`src/include/spsc_pkg.sv`:
```
/*
 * Constants for the sleep pad state control block: register addresses,
 * reset values, named bit positions and the pad group routing tables.
 * Assumes a 32-bit classic Wishbone register bus with byte addresses.
 */
package spsc_pkg;

	// ************************************************************
	// Register map
	// ************************************************************
	localparam logic [31:0] ADDR_SLEEP_PIN_LEVEL_A        = 32'h4480_0054;
	localparam logic [31:0] ADDR_SLEEP_PIN_LEVEL_B        = 32'h4480_0058;
	localparam logic [31:0] ADDR_SLEEP_PIN_DRIVE_ENABLE_A = 32'h4480_005C;

	localparam logic [31:0] RST_SLEEP_PIN_LEVEL           = 32'h8095_A220;
	localparam logic [31:0] RST_SLEEP_PIN_DRIVE_ENABLE_A  = 32'h003F_03E3;
	localparam logic [31:0] READ_UNMAPPED                 = 32'h0000_0000;

	// ************************************************************
	// Named bit positions
	// ************************************************************
	localparam int unsigned BIT_RESET_OUT_LEVEL   = 31;
	localparam int unsigned BIT_USB_DEV_NEG       = 21;
	localparam int unsigned BIT_USB_DEV_POS       = 20;
	localparam int unsigned BIT_USB_HOST_NEG      = 19;
	localparam int unsigned BIT_USB_HOST_POS      = 18;
	localparam int unsigned BIT_EN_USB_DEV        = 8;
	localparam int unsigned BIT_EN_USB_HOST       = 6;
	localparam int unsigned BIT_LEVEL_B_USED_TOP  = 6;
	localparam int unsigned BIT_EN_SDRAM_DATA     = 1;
	localparam int unsigned BIT_EN_STATIC_DATA    = 0;

	// ************************************************************
	// Pad groups
	// ************************************************************
	localparam int unsigned GROUP_COUNT = 35;

	// Level source: 0..31 level A bit, 32..63 level B bit, LVL_NONE fixed low
	localparam int unsigned LVL_B_BASE = 32;
	localparam int unsigned LVL_NONE   = 127;
	// Enable source: 0..31 drive enable A bit, EN_EXTERN from the outer register
	localparam int unsigned EN_EXTERN  = 32;

	localparam int unsigned GROUP_LEVEL_SRC [GROUP_COUNT] = '{
		31, 30, 30, 29, 27, 26, 25, 24, 23, 22,
		21, 20, 19, 18, 17, 16, 15, 14, 13, 12,
		7, 6, 5, 4, 3, 2, 1, 0,
		38, 37, 36, 34, 33, 32,
		127
	};

	localparam int unsigned GROUP_ENABLE_SRC [GROUP_COUNT] = '{
		32, 13, 12, 32, 10, 32, 32, 32, 32, 21,
		8, 8, 6, 6, 32, 32, 5, 32, 4, 32,
		1, 32, 32, 32, 0, 32, 32, 32,
		32, 32, 32, 32, 3, 15,
		14
	};

endpackage

```
`src/hw/spsc_pad_cell.sv`:
```
/*
 * Registered pad drive selector for all pad groups at once.
 * Assumes the sleep flag and the normal-mode drives are on clk_i.
 */
`timescale 1ns/100ps

module spsc_pad_cell #(
	parameter int unsigned WIDTH = 1
) (
	input  wire logic             clk_i,
	input  wire logic             rst_i,
	input  wire logic             sleep_active_i,
	input  wire logic [WIDTH-1:0] normal_level_i,
	input  wire logic [WIDTH-1:0] normal_drive_i,
	input  wire logic [WIDTH-1:0] sleep_level_i,
	input  wire logic [WIDTH-1:0] sleep_hiz_i,
	output logic      [WIDTH-1:0] pad_level_o,
	output logic      [WIDTH-1:0] pad_drive_o
);

	// ************************************************************
	// Drive selection
	// ************************************************************
	// Pads float during reset so nothing fights an external device
	always_ff @(posedge clk_i)
	begin
		if (rst_i)
		begin
			pad_drive_o <= '0;
		end
		else if (sleep_active_i)
		begin
			pad_drive_o <= ~sleep_hiz_i;
		end
		else
		begin
			pad_drive_o <= normal_drive_i;
		end
	end

	always_ff @(posedge clk_i)
	begin
		if (rst_i)
		begin
			pad_level_o <= '0;
		end
		else if (sleep_active_i)
		begin
			// Level is only seen where drive is on
			pad_level_o <= sleep_level_i & ~sleep_hiz_i;
		end
		else
		begin
			pad_level_o <= normal_level_i;
		end
	end

endmodule

```
`src/hw/spsc_top.sv`:
```
/*
 * Sleep pad state control: three Wishbone registers hold pad levels and
 * drive enables that replace the normal pad drives while the chip sleeps.
 * Assumes sleep_mode_i, stop_mode_i and the normal pad drives are
 * synchronous to clk_i; ext_sleep_hiz_i comes from the outer enable register.
 */
`timescale 1ns/100ps

// Operation
// - Sleep level reaches pad only when driving
// - Enable bit zero drives, one floats
// - USB enables also suspend during stop
// - Level A bit 31 resets out, resets one
// - Level A bits 20/21 USB device lines
// - Level A bits 18/19 USB host lines
// - Level A bits 7..4 SDRAM pin groups
// - Level A bits 3..0 static memory, NAND
// - Level A bit 28, 11..8 no pins
// - Level B bits 6..0 only; bit6 write-enable
// - Level B bits 5,4,2,1,0 pin map
// - Both level registers reset 0x8095A220
// - Enable A resets 0x003F03E3, field 0x1f
// - Enable bits 21,15..12,10 pin map
// - Enable bits 5,4,3 SPI, audio, SPI-in
// - Enable bits 1,0 float memory buses
module spsc_top (
	input  wire logic                             clk_i,
	input  wire logic                             rst_i,
	input  wire logic                             cyc_i,
	input  wire logic                             stb_i,
	input  wire logic                             we_i,
	input  wire logic [31:0]                      adr_i,
	input  wire logic [3:0]                       sel_i,
	input  wire logic [31:0]                      dat_i,
	output logic      [31:0]                      dat_o,
	output logic                                  ack_o,
	input  wire logic                             sleep_mode_i,
	input  wire logic                             stop_mode_i,
	input  wire logic [spsc_pkg::GROUP_COUNT-1:0] normal_level_i,
	input  wire logic [spsc_pkg::GROUP_COUNT-1:0] normal_drive_i,
	input  wire logic [spsc_pkg::GROUP_COUNT-1:0] ext_sleep_hiz_i,
	output logic      [spsc_pkg::GROUP_COUNT-1:0] pad_level_o,
	output logic      [spsc_pkg::GROUP_COUNT-1:0] pad_drive_o,
	output logic                                  usb_dev_suspend_o,
	output logic                                  usb_host_suspend_o
);

	logic [31:0] sleep_pin_level_a_r;
	logic [31:0] sleep_pin_level_b_r;
	logic [31:0] sleep_pin_drive_enable_a_r;
	logic [31:0] read_nxt;
	logic        access;
	logic        wr_level_a;
	logic        wr_level_b;
	logic        wr_enable_a;
	logic [63:0] level_all;
	logic [spsc_pkg::GROUP_COUNT-1:0] group_level;
	logic [spsc_pkg::GROUP_COUNT-1:0] group_hiz;

	// Byte-lane merge used by all three registers
	function automatic logic [31:0] lane_merge(
		input logic [31:0] old_val,
		input logic [31:0] new_val,
		input logic [3:0]  lanes
	);
		logic [31:0] res;
		res = old_val;
		for (int i = 0; i < 4; i++)
		begin
			if (lanes[i])
			begin
				res[i*8 +: 8] = new_val[i*8 +: 8];
			end
		end
		return res;
	endfunction

	// Write strobe for one register address, shared by all three registers
	function automatic logic write_hit(
		input logic        req,
		input logic        wr,
		input logic [31:0] addr,
		input logic [31:0] reg_addr
	);
		return req & wr & (addr == reg_addr);
	endfunction

	// ************************************************************
	// Wishbone slave
	// ************************************************************
	// One wait state: ack rises the cycle after the request and falls after
	assign access      = cyc_i & stb_i & ~ack_o;
	assign wr_level_a  = write_hit(access, we_i, adr_i, spsc_pkg::ADDR_SLEEP_PIN_LEVEL_A);
	assign wr_level_b  = write_hit(access, we_i, adr_i, spsc_pkg::ADDR_SLEEP_PIN_LEVEL_B);
	assign wr_enable_a = write_hit(access, we_i, adr_i, spsc_pkg::ADDR_SLEEP_PIN_DRIVE_ENABLE_A);

	always_ff @(posedge clk_i)
	begin
		if (rst_i)
		begin
			ack_o <= 1'b0;
		end
		else
		begin
			ack_o <= access;
		end
	end

	always_comb
	begin
		// Unmapped addresses still ack and read as zero
		case (adr_i)
			spsc_pkg::ADDR_SLEEP_PIN_LEVEL_A:        read_nxt = sleep_pin_level_a_r;
			spsc_pkg::ADDR_SLEEP_PIN_LEVEL_B:        read_nxt = sleep_pin_level_b_r;
			spsc_pkg::ADDR_SLEEP_PIN_DRIVE_ENABLE_A: read_nxt = sleep_pin_drive_enable_a_r;
			default:                                 read_nxt = spsc_pkg::READ_UNMAPPED;
		endcase
	end

	always_ff @(posedge clk_i)
	begin
		if (rst_i)
		begin
			dat_o <= spsc_pkg::READ_UNMAPPED;
		end
		else if (access & ~we_i)
		begin
			dat_o <= read_nxt;
		end
	end

	// ************************************************************
	// Sleep registers
	// ************************************************************
	// Reserved bits are stored as written so reads return the last value
	always_ff @(posedge clk_i)
	begin
		if (rst_i)
		begin
			sleep_pin_level_a_r <= spsc_pkg::RST_SLEEP_PIN_LEVEL;
		end
		else if (wr_level_a)
		begin
			sleep_pin_level_a_r <= lane_merge(sleep_pin_level_a_r, dat_i, sel_i);
		end
	end

	always_ff @(posedge clk_i)
	begin
		if (rst_i)
		begin
			sleep_pin_level_b_r <= spsc_pkg::RST_SLEEP_PIN_LEVEL;
		end
		else if (wr_level_b)
		begin
			sleep_pin_level_b_r <= lane_merge(sleep_pin_level_b_r, dat_i, sel_i);
		end
	end

	always_ff @(posedge clk_i)
	begin
		if (rst_i)
		begin
			sleep_pin_drive_enable_a_r <= spsc_pkg::RST_SLEEP_PIN_DRIVE_ENABLE_A;
		end
		else if (wr_enable_a)
		begin
			sleep_pin_drive_enable_a_r <= lane_merge(sleep_pin_drive_enable_a_r, dat_i, sel_i);
		end
	end

	// ************************************************************
	// Group routing
	// ************************************************************
	// Level A bit 28, bits 11..8 and level B bits 31..7, 3 feed no group
	assign level_all = {sleep_pin_level_b_r, sleep_pin_level_a_r};

	always_comb
	begin
		group_level = '0;
		group_hiz   = '0;
		for (int g = 0; g < spsc_pkg::GROUP_COUNT; g++)
		begin
			// level bit per group from the table
			if (spsc_pkg::GROUP_LEVEL_SRC[g] != spsc_pkg::LVL_NONE)
			begin
				group_level[g] = level_all[spsc_pkg::GROUP_LEVEL_SRC[g][5:0]];
			end
			// enable bit per group, else the outer register
			if (spsc_pkg::GROUP_ENABLE_SRC[g] == spsc_pkg::EN_EXTERN)
			begin
				group_hiz[g] = ext_sleep_hiz_i[g];
			end
			else
			begin
				group_hiz[g] = sleep_pin_drive_enable_a_r[spsc_pkg::GROUP_ENABLE_SRC[g][4:0]];
			end
		end
	end

	spsc_pad_cell #(
		.WIDTH          (spsc_pkg::GROUP_COUNT)
	) u_pad_cell (
		.clk_i          (clk_i),
		.rst_i          (rst_i),
		.sleep_active_i (sleep_mode_i),
		.normal_level_i (normal_level_i),
		.normal_drive_i (normal_drive_i),
		.sleep_level_i  (group_level),
		.sleep_hiz_i    (group_hiz),
		.pad_level_o    (pad_level_o),
		.pad_drive_o    (pad_drive_o)
	);

	// ************************************************************
	// Stop-mode USB suspend
	// ************************************************************
	always_ff @(posedge clk_i)
	begin
		if (rst_i)
		begin
			usb_dev_suspend_o  <= 1'b0;
			usb_host_suspend_o <= 1'b0;
		end
		else
		begin
			usb_dev_suspend_o  <= stop_mode_i
				& sleep_pin_drive_enable_a_r[spsc_pkg::BIT_EN_USB_DEV];
			usb_host_suspend_o <= stop_mode_i
				& sleep_pin_drive_enable_a_r[spsc_pkg::BIT_EN_USB_HOST];
		end
	end

endmodule

```
`config.mk`:
```
export PLATFORM = sky130hd
export DESIGN_NAME = spsc_top
export DESIGN_NICKNAME = d
export VERILOG_FILES = /design/src/include/spsc_pkg.sv /design/src/hw/spsc_pad_cell.sv /design/src/hw/spsc_top.sv
export SDC_FILE = /design/constraint.sdc
export NUM_CORES = 1
export LEC_CHECK = 0
export BUFFER_PORTS_ARGS = -buffer_cell sky130_fd_sc_hd__clkbuf_2
export CAP_MARGIN = 40
export CORE_MARGIN = 2
export CORE_UTILIZATION = 55
export DETAILED_ROUTE_END_ITERATION = 16
export PLACE_DENSITY = 0.85
export SYNTH_ARGS = -nofsm -noshare
export SYNTH_HDL_FRONTEND = slang
export SYNTH_SLANG_ARGS = --single-unit
export TNS_END_PERCENT = 10
```
`constraint.sdc`:
```
create_clock -name clk_i -period 4.6 [get_ports clk_i]
set_input_delay 0.23 -clock clk_i [delete_from_list [all_inputs] [get_ports clk_i]]
set_output_delay 0.23 -clock clk_i [all_outputs]
set_load 0.01 [all_outputs]
```
* After elaboration in Yosys (flattened, before gate mapping)
Index checks and enable logic that the tools add are counted.
** Word-level totals
- Register bits :: 201
- Output and inout bits :: 105
- Logic and storage cells :: 49
** Cells by class
- Equality and inequality tests :: 3
- Muxes and demuxes :: 3
- Bitwise logic cells :: 13
- Reductions and logical operators :: 12
** Operator list (count)
- 32-bit by 31-bit equality test with 1-bit output (second input constant) :: 3
- 32-bit case mux with 3 select lines :: 1
- 35-bit 2-to-1 mux :: 2
- 34-bit by 35-bit bitwise AND with 35-bit output :: 1
- 35-bit inverter :: 1
- 2-bit AND reduction :: 12
- 1-bit bitwise AND :: 9
- 1-bit inverter :: 2

* Longest topological paths before layout
Gate-level depths: netlist of run 1.
- Word-level depth :: 5
- Depth in mapped cells :: 7
- Gate-level depth less buffers :: 4

* Cells and area by module
From an unflattened synthesis of run 1, not the netlist that was laid out.
** Unflattened totals
- Cell total of the unflattened synthesis :: 881
- Area, all modules :: 8774.7 um^2
** Modules (own cells, without submodules)
- spsc_top :: instances 1, cells each 578, area each 5997.0 um^2
- spsc_pad_cell :: instances 1, cells each 303, area each 2777.7 um^2

* Worst setup path before layout of run 1
Ideal clock, no wire load.
- Path type :: reg2reg
- Start :: register ack_o
- End :: register sleep_pin_level_b_r[10]
- Arrival :: 1595 ps
- Required time :: 4528 ps
- Path slack :: 2934 ps
- Cell stages (with the launch flop) :: 6
- Period minus slack after synthesis :: 1666 ps
- Cells stage by stage :: dfxtp_1 -> nand3b_1 -> buf_2 -> or3_1 -> nor3_4 -> mux2i_1
** Between the ends
- Cells in the longest elaborated chain, start to end :: 5
** Ends and longest elaborated chain
- from (decl) :: RTL line spsc_top.sv:36 : output logic ack_o,
- from (signal assigned) :: RTL line spsc_top.sv:105 : ack_o <= access;
- 1-bit inverter :: RTL line spsc_top.sv:92 : assign access = cyc_i & stb_i & ~ack_o;
- 1-bit bitwise AND :: RTL line spsc_top.sv:92
- 1-bit bitwise AND (2 in series) :: RTL line spsc_top.sv:85 : return req & wr & (addr == reg_addr);
- 2-bit AND reduction (no line)
- to (signal assigned) :: RTL line spsc_top.sv:152 : sleep_pin_level_b_r <= spsc_pkg::RST_SLEEP_PIN_LEVEL;
- to (signal assigned) :: RTL line spsc_top.sv:156 : sleep_pin_level_b_r <= lane_merge(sleep_pin_level_b_r, dat_i, sel_i);
- to (decl) :: RTL line spsc_top.sv:49 : logic [31:0] sleep_pin_level_b_r;
Every way passes these cells.
A chain may end at the register's enable or synchronous reset.

* Worst setup path in the final report of run 1
- Start :: register ack_o
- End :: register dat_o[29]
** Between the ends
- Cells in the longest elaborated chain, start to end :: 3
** Ends and longest elaborated chain
- 1-bit inverter :: RTL line spsc_top.sv:92
- 1-bit bitwise AND :: RTL line spsc_top.sv:92
- 1-bit bitwise AND :: RTL line spsc_top.sv:126 : else if (access & ~we_i)
- to (signal assigned) :: RTL line spsc_top.sv:124 : dat_o <= spsc_pkg::READ_UNMAPPED;
- to (signal assigned) :: RTL line spsc_top.sv:128 : dat_o <= read_nxt;
- to (decl) :: RTL line spsc_top.sv:35 : output logic [31:0] dat_o,
Every way passes these cells.

==> summary.md, run 1 <==
| Metric | Value |
|---|---|
| Ys flop type | dfxtp_1 |
| ANT nets after route | 0 |
| Area grow syn2layout | 34.1% |
| Final hold vios | 0 |
| Post-Route WL | 26.8 mm |
| DRC | 0 |
| Vias in the first global route | 7879 |
| Skew final | 0.00766 ns |
| Most common cell after layout, fill and taps aside | clkbuf_2 |
| Initial antenna violation count | 2 |
| Tightest Hold Check Type | in -> reg |
| Die Footprint | 16600 µm² |
| First-pass GRT wire length | 41.7 mm |
| Port buffer count | 269 |
| Share of cells above drive strength 1 | 30.8% |
| Sequential share of the synthesized area | 46.8% |
| Final worst path period need | 2.37 ns |
| Slew @ Worst Pin | 0.934 ns |
| Worst-skew pair later-pin latency | 0.50 ns |
| Vias | 7892 |
| H-tree levels | 1 |
| Place WS | 2.28 ns |
| Fillers | 1058 |
| Unrepaired setup endpoints after global routing | no |
| Dpl hpwl | 16.5 mm |
| Met1 usage in global routing | 40.7% |
| First DRT Iteration DRCs | 674 |
| Most frequent cells in the layout | 267 x clkbuf_2, 201 x dfxtp_1, 111 x mux2i_1 |
| MaxCap Viol Count | 0 |
| Startpoint types | flop |
| Critical path endpoint category | flop |
| Syn. warnings | 0 |
| Period Utilization, post-route | 51.6% |
| CTS tree | done |
| CP delay by family, top | simple AND/OR/NAND/NOR gates |
| Run status | complete, no violations |
| Post-CTS Setup Bufs | 0 |
| CTS buffer count | 22 |
| Pwr Density | 350 nW/µm² |
| Die W | 129 µm |
| Synth area leader | dfxtp_1 |
| Share of synthesized flip-flops with an asynchronous set or reset | 0% |
| Fmax | 0.421 GHz |
| Cell Chain, Critical Path | nand3b_1, nor4_1, nand3_1, buf_4, o2bb2ai_1 |
| Worst slew margin | 37.7% |
| Top-area cell type share of the netlist area | 46.8% |
| Distinct cells, synth | 32 |
| Rows | 45 |
| RePlAce Congestion | 0.829 |
| Met2 usage | 50.8% |
| Worst path bufs/invs | 1 |
| Initial core utilization | 56.3% |
| Setup_tns | 0 ns |
| Leak | 5.20 nW |
| Arrival time worst endpoint | 2.80 ns |
| Overall routing resource usage | 31.8% |
| Syn_area_per_cell | 9.89 µm² |
| Cells after Synth | 869 |
| Final worst slack | 2.23 ns |
| Max Slew Vio Count | 0 |
| CP peak stage delay | 0.54 ns |
| Clk slew on worst S/H paths | 0.06 ns |
| # setup viols final | 0 |
| CP max-delay cell | nand3b_1 |
| Grt total ovfl | 0 |
| Worst Path Required | 5.02 ns |
| Largest net degree at the start of global routing | 143 |
| Post-Syn Area | 8590 µm² |
| Syn Nets | 1049 |
| Worst Path Class, Setup | reg -> reg |
| Top cells by area, synth | dfxtp_1 47%, mux2i_1 13%, nand2b_1 7.9%, mux2_2 4.2%, nor2_1 3.7% |
| IO Count | 285 |
| Peak VDD IR | 0.281 mV |
| Clock root buffer | clkbuf_16 |
| Routed length per instance | 19.1 µm |
| Die height | 129 µm |
| Register area | 4020 µm² |
| Number of flops mapped to enable cells by yosys | 0 |
| CTS Sinks | 201 |
| Detailed Routing Iterations Pass 1 | 6 |
| CTS Buffer Depth | 3 |
| Seq cells post-synth | 201 |
| Area of the multi-input gates | 4190 µm² |
| Crit path max fanout | 22 |
| Core area | 15300 µm² |
| DR vias/cell | 5.62 |
| NumNets Final | 1357 |
| Busiest grt layer | met2 |
| Met3 Use GR | 7.36% |
report_power, final:
| group | internal (mW) | switching [mW] |
|---|---|---|
| registers | 1.77 | 0.0108 |
| clock network | 1.15 | 0.710 |
| logic | 0.181 | 0.200 |
tightest hold or removal path, delay by kind of cell:
family	cells	cell delay, ns
buffers and inverters	1	0.10
and+or+nand+nor	1	0.06
AOI/OAI and AO/OA	1	0.06
kinds of logic (layout without fill, tap and decap cells):
family / count (synthesis) / count (layout) / synth area share (%)
flip-flops: 201 / 201 / 46.8
AO/OA/AOI/OAI: 134 / 134 / 10.6
AND/OR/NAND/NOR: 295 / 295 / 20.9
multiplexers: 143 / 143 / 17.1
buffers and inverters: 96 / 419 / 4.59
other: 0 / 2 / 0
area by class of cell:
class	instances	share of cell area, %
Inverter	31	1.01
Multi-Input combinational cell	572	36.3
Clock inverter	13	1.51
Sequential cell	201	34.9
Tap cell	211	2.29
Antenna cell	2	0.0434
Timing Repair Buffer	349	18.7
Clock buffer	26	5.18
timing repair:
| item | CTS | global route |
|---|---|---|
| hold endpoints to repair | 73 | 0 |
| hold buffers | 72 | 0 |
| endpoints found under the setup margin | 0 | 0 |
| resized for setup | 0 | 0 |
flip-flops by register name (all words and copies together) (netlist names):
register and count:
u_pad_cell.pad_level_o 35, dat_o 32, sleep_pin_level_a_r 32, usb_dev_suspend_o 1, sleep_pin_level_b_r 32, usb_host_suspend_o 1
sleep_pin_drive_enable_a_r 32, ack_o 1, u_pad_cell.pad_drive_o 35
stage by stage:
stage / power [mW] / util [%] / hold WS [ns] / area, µm² / std cells
after floorplan: 1.99 / - / 0.374 / 8590 / 869
after global placement: 2.13 / 65.5 / 0.445 / 10000 / 1291
after detailed placement: 2.14 / 65.7 / 0.447 / 10000 / 1292
after CTS: 4.03 / 75.5 / 0.00322 / 11500 / 1403
after global routing: 4.14 / 75.5 / 0.0146 / 11500 / 1405
final: 4.03 / 75.5 / 0.0103 / 11500 / 1405
synthesized netlist by cell type, types with 6 or more instances:
cell / n
dfxtp_1: 201
mux2i_1: 111
nand2b_1: 109
nor2_1: 84
a21oi_1: 54
clkbuf_1: 49
nand3_1: 33
a22oi_1: 32
mux2_2: 32
o2bb2ai_1: 32
inv_1: 31
nand4_1: 16
o31ai_1: 16
or3_1: 9
nor3_1: 8
buf_2: 6
final timing paths:
check                           cells past startpoint                     end      start  slack (ns)
worst min register to register                      1               dat_o[16]  dat_o[16]        0.46
worst max register to register                      5               dat_o[29]      ack_o        2.23
worst min-delay path                                3  sleep_pin_level_b_r[7]   dat_i[7]        0.01
worst max-delay path                                5               dat_o[29]      ack_o        2.23
routing by layer:
metal / share of wire [%] / vias to the layer above
li1: - / 3672
met1: 41 / 3726
met2: 47 / 414
met3: 8.2 / 80
met4: 4.1 / 0
met5: 0 / -
Power figures use the tool's default switching activity.
==> run 2, diff against run 1 <==
--- a/config.mk
+++ b/config.mk
@@ -8,9 +8,9 @@
 export BUFFER_PORTS_ARGS = -buffer_cell sky130_fd_sc_hd__clkbuf_2
 export CAP_MARGIN = 40
 export CORE_MARGIN = 2
-export CORE_UTILIZATION = 55
+export CORE_UTILIZATION = 46
 export DETAILED_ROUTE_END_ITERATION = 16
-export PLACE_DENSITY = 0.85
+export PLACE_DENSITY = 0.76
 export SYNTH_ARGS = -nofsm -noshare
 export SYNTH_HDL_FRONTEND = slang
 export SYNTH_SLANG_ARGS = --single-unit
==> constraint.sdc (replaced) <==
create_clock -name clk_i -period 1.9 [get_ports clk_i]
set_input_delay 0.095 -clock clk_i [delete_from_list [all_inputs] [get_ports clk_i]]
set_output_delay 0.095 -clock clk_i [all_outputs]
set_load 0.01 [all_outputs]
==> run 2 against run 1 <==
Sequential power increased by 140%. Sequential cell count unchanged. Via count increased by 4.8%. Die area increased by 19%. Non-clock buffer count increased by 95. Register-to-register slack got worse by 2.1 ns. First-iteration DRC count decreased by 23%. Sequential share of layout area decreased by 2.7 points. Cell count increased by 8.0%. Utilization decreased by 6.6 points. Clock skew increased by 0.0039 ns. Highest routed layer unchanged.
==> summary.md, run 2 (synthesis gave the netlist of run 1 again) <==
| Metric | Value |
|---|---|
| WHS Endpoint | u_pad_cell.pad_level_o[18] |
| Period Utilization, post-route | 95.3% |
| Fillers | 1285 |
| Final instance area | 12500 µm² |
| Final hold vios | 0 |
| Antenna diode count | 0 |
| Peak VDD IR | 0.544 mV |
| Setup_tns | 0 ns |
| Met2 usage | 48.1% |
| ANT nets after route | 0 |
| RePlAce Congestion | 0.839 |
| Skew final | 0.0115 ns |
| Worst setup path start | ack_o |
| Max Slew Vio Count | 0 |
| CTS Buffer Depth | 3 |
| Reg2reg end | sleep_pin_drive_enable_a_r[0] |
| Worst Path Class, Setup | reg -> reg |
| Hold depth | 3 |
| Met3 Use GR | 4.79% |
| Dpl cell area | 10300 µm² |
| Grt total ovfl | 0 |
| Worst-skew pair later-pin latency | 0.50 ns |
| Met1 usage in global routing | 35.2% |
| DRC | 0 |
| Overall routing resource usage | 28.0% |
| DR vias/cell | 5.45 |
| Final Util | 68.9% |
| Slew @ Worst Pin | 0.476 ns |
| Tightest Hold Check Type | in -> reg |
| MaxCap Viol Count | 0 |
| NumNets Final | 1452 |
| Vias in the first global route | 8532 |
| Rows | 49 |
| Crit path max fanout | 8 |
| Post-Route WL | 28.7 mm |
| CP peak stage delay | 0.41 ns |
| Top Registers | u_pad_cell.pad_drive_o x35, u_pad_cell.pad_level_o x35 |
| Die Footprint | 19800 µm² |
| Arrival time worst endpoint | 2.23 ns |
| Min-delay src | sleep_mode_i |
| Routed length per instance | 18.9 µm |
| Final worst path period need | 1.81 ns |
| CP delay by family, top | simple AND/OR/NAND/NOR gates |
| Power, Total | 9.70 mW |
| Worst flop-to-flop path startpoint | ack_o |
| Clock root buffer | clkbuf_16 |
| First DRT Iteration DRCs | 522 |
| Share of cells above drive strength 1 | 29.9% |
| Initial core utilization | 47.3% |
| R2R Setup Slk | 0.09 ns |
| Cell Chain, Critical Path | nand3b_1, buf_4, or3_1, nor3_4, buf_12, mux2i_1 |
| Dpl hpwl | 17.8 mm |
| Most frequent cells in the layout | 267 x clkbuf_2, 201 x dfxtp_1, 146 x dlygate4sd3_1 |
| Place WS | 0.111 ns |
| CP max-delay cell | or3_1 |
| Worst Path Required | 2.32 ns |
| Leak | 5.66 nW |
| R2R depth | 6 |
| Initial antenna violation count | 0 |
| Area of the multi-input gates | 4180 µm² |
| Port buffer count | 269 |
| Detailed Routing Iterations Pass 1 | 5 |
| Unrepaired setup endpoints after global routing | yes |
| Worst path bufs/invs | 2 |
| Clk slew on worst S/H paths | 0.06 ns |
| H-tree levels | 1 |
| CTS Sinks | 201 |
| First-pass GRT wire length | 44.6 mm |
| Core area | 18100 µm² |
| Die W | 141 µm |
| Critical path endpoint category | flop |
| Busiest grt layer | met2 |
| Pwr Density | 776 nW/µm² |
| Run status | complete, no violations |
| CTS tree | done |
| Register area | 4020 µm² |
| Fmax | 0.552 GHz |
| Area grow syn2layout | 45.5% |
| Final worst slack | 0.0897 ns |
| Die height | 141 µm |
| # setup viols final | 0 |
| CTS buffer count | 22 |
| Vias | 8272 |
| Largest net degree at the start of global routing | 82 |
| Startpoint types | flop |
| IO Count | 285 |
| Most common cell after layout, fill and taps aside | clkbuf_2 |
| Worst slew margin | 68.0% |
## run 2: area by class of cell
type                    count  share of cell area, %
clock inverters             7                  0.681
inverters                  31                  0.931
clock buffers              33                   5.14
flip-flops and latches    201                   32.2
well taps                 229                   2.29
multi-input cells         572                   33.5
repair buffers            444                   25.3
## run 2: metrics by stage
stage          hold slack [ns]  cells
2_1_floorplan            0.239    869
4_1_cts                 0.0923   1517
3_5_place_dp             0.337   1331
6_report                 0.103   1517
5_1_grt                  0.142   1517
3_3_place_gp             0.326   1331
## run 2: routing by layer
layer,routed length (µm),share of wire (%),up-vias
met4,1030,3.6,0
met5,0,0,-
met2,13800,48,398
met1,11900,42,3945
li1,-,-,3851
met3,2020,7.0,78
## run 2: power by group
part | switching (mW) | total [mW] | internal (mW)
combinational | 0.521 | 1.09 | 0.567
sequential | 0.0278 | 4.32 | 4.30
clock | 1.68 | 4.29 | 2.61
## run 2: worst max path at each step
| stage | slack [ns] | cells after the start | end |
|---|---|---|---|
| floorplan | 0.23 | 5 | sleep_pin_level_b_r[10] |
| global placement | 0.17 | 6 | sleep_pin_level_b_r[31] |
| detailed placement | 0.11 | 6 | sleep_pin_level_b_r[24] |
| CTS | 0.09 | 6 | sleep_pin_level_b_r[27] |
| global route | -0.02 | 6 | sleep_pin_drive_enable_a_r[0] |
| finish | 0.09 | 6 | sleep_pin_drive_enable_a_r[0] |
## run 2: tightest hold or removal path, stage by stage
cell	delay, ns
buf_4	0.25
nand3_1	0.14
a21oi_1	0.06
## run 2: timing repair
action / CTS / global route
gates resized for setup: 0 / 2
endpoints found under the setup margin: 0 / 8
setup buffers: 0 / 0
hold endpoints to repair: 169 / 0
hold buffers: 146 / 0
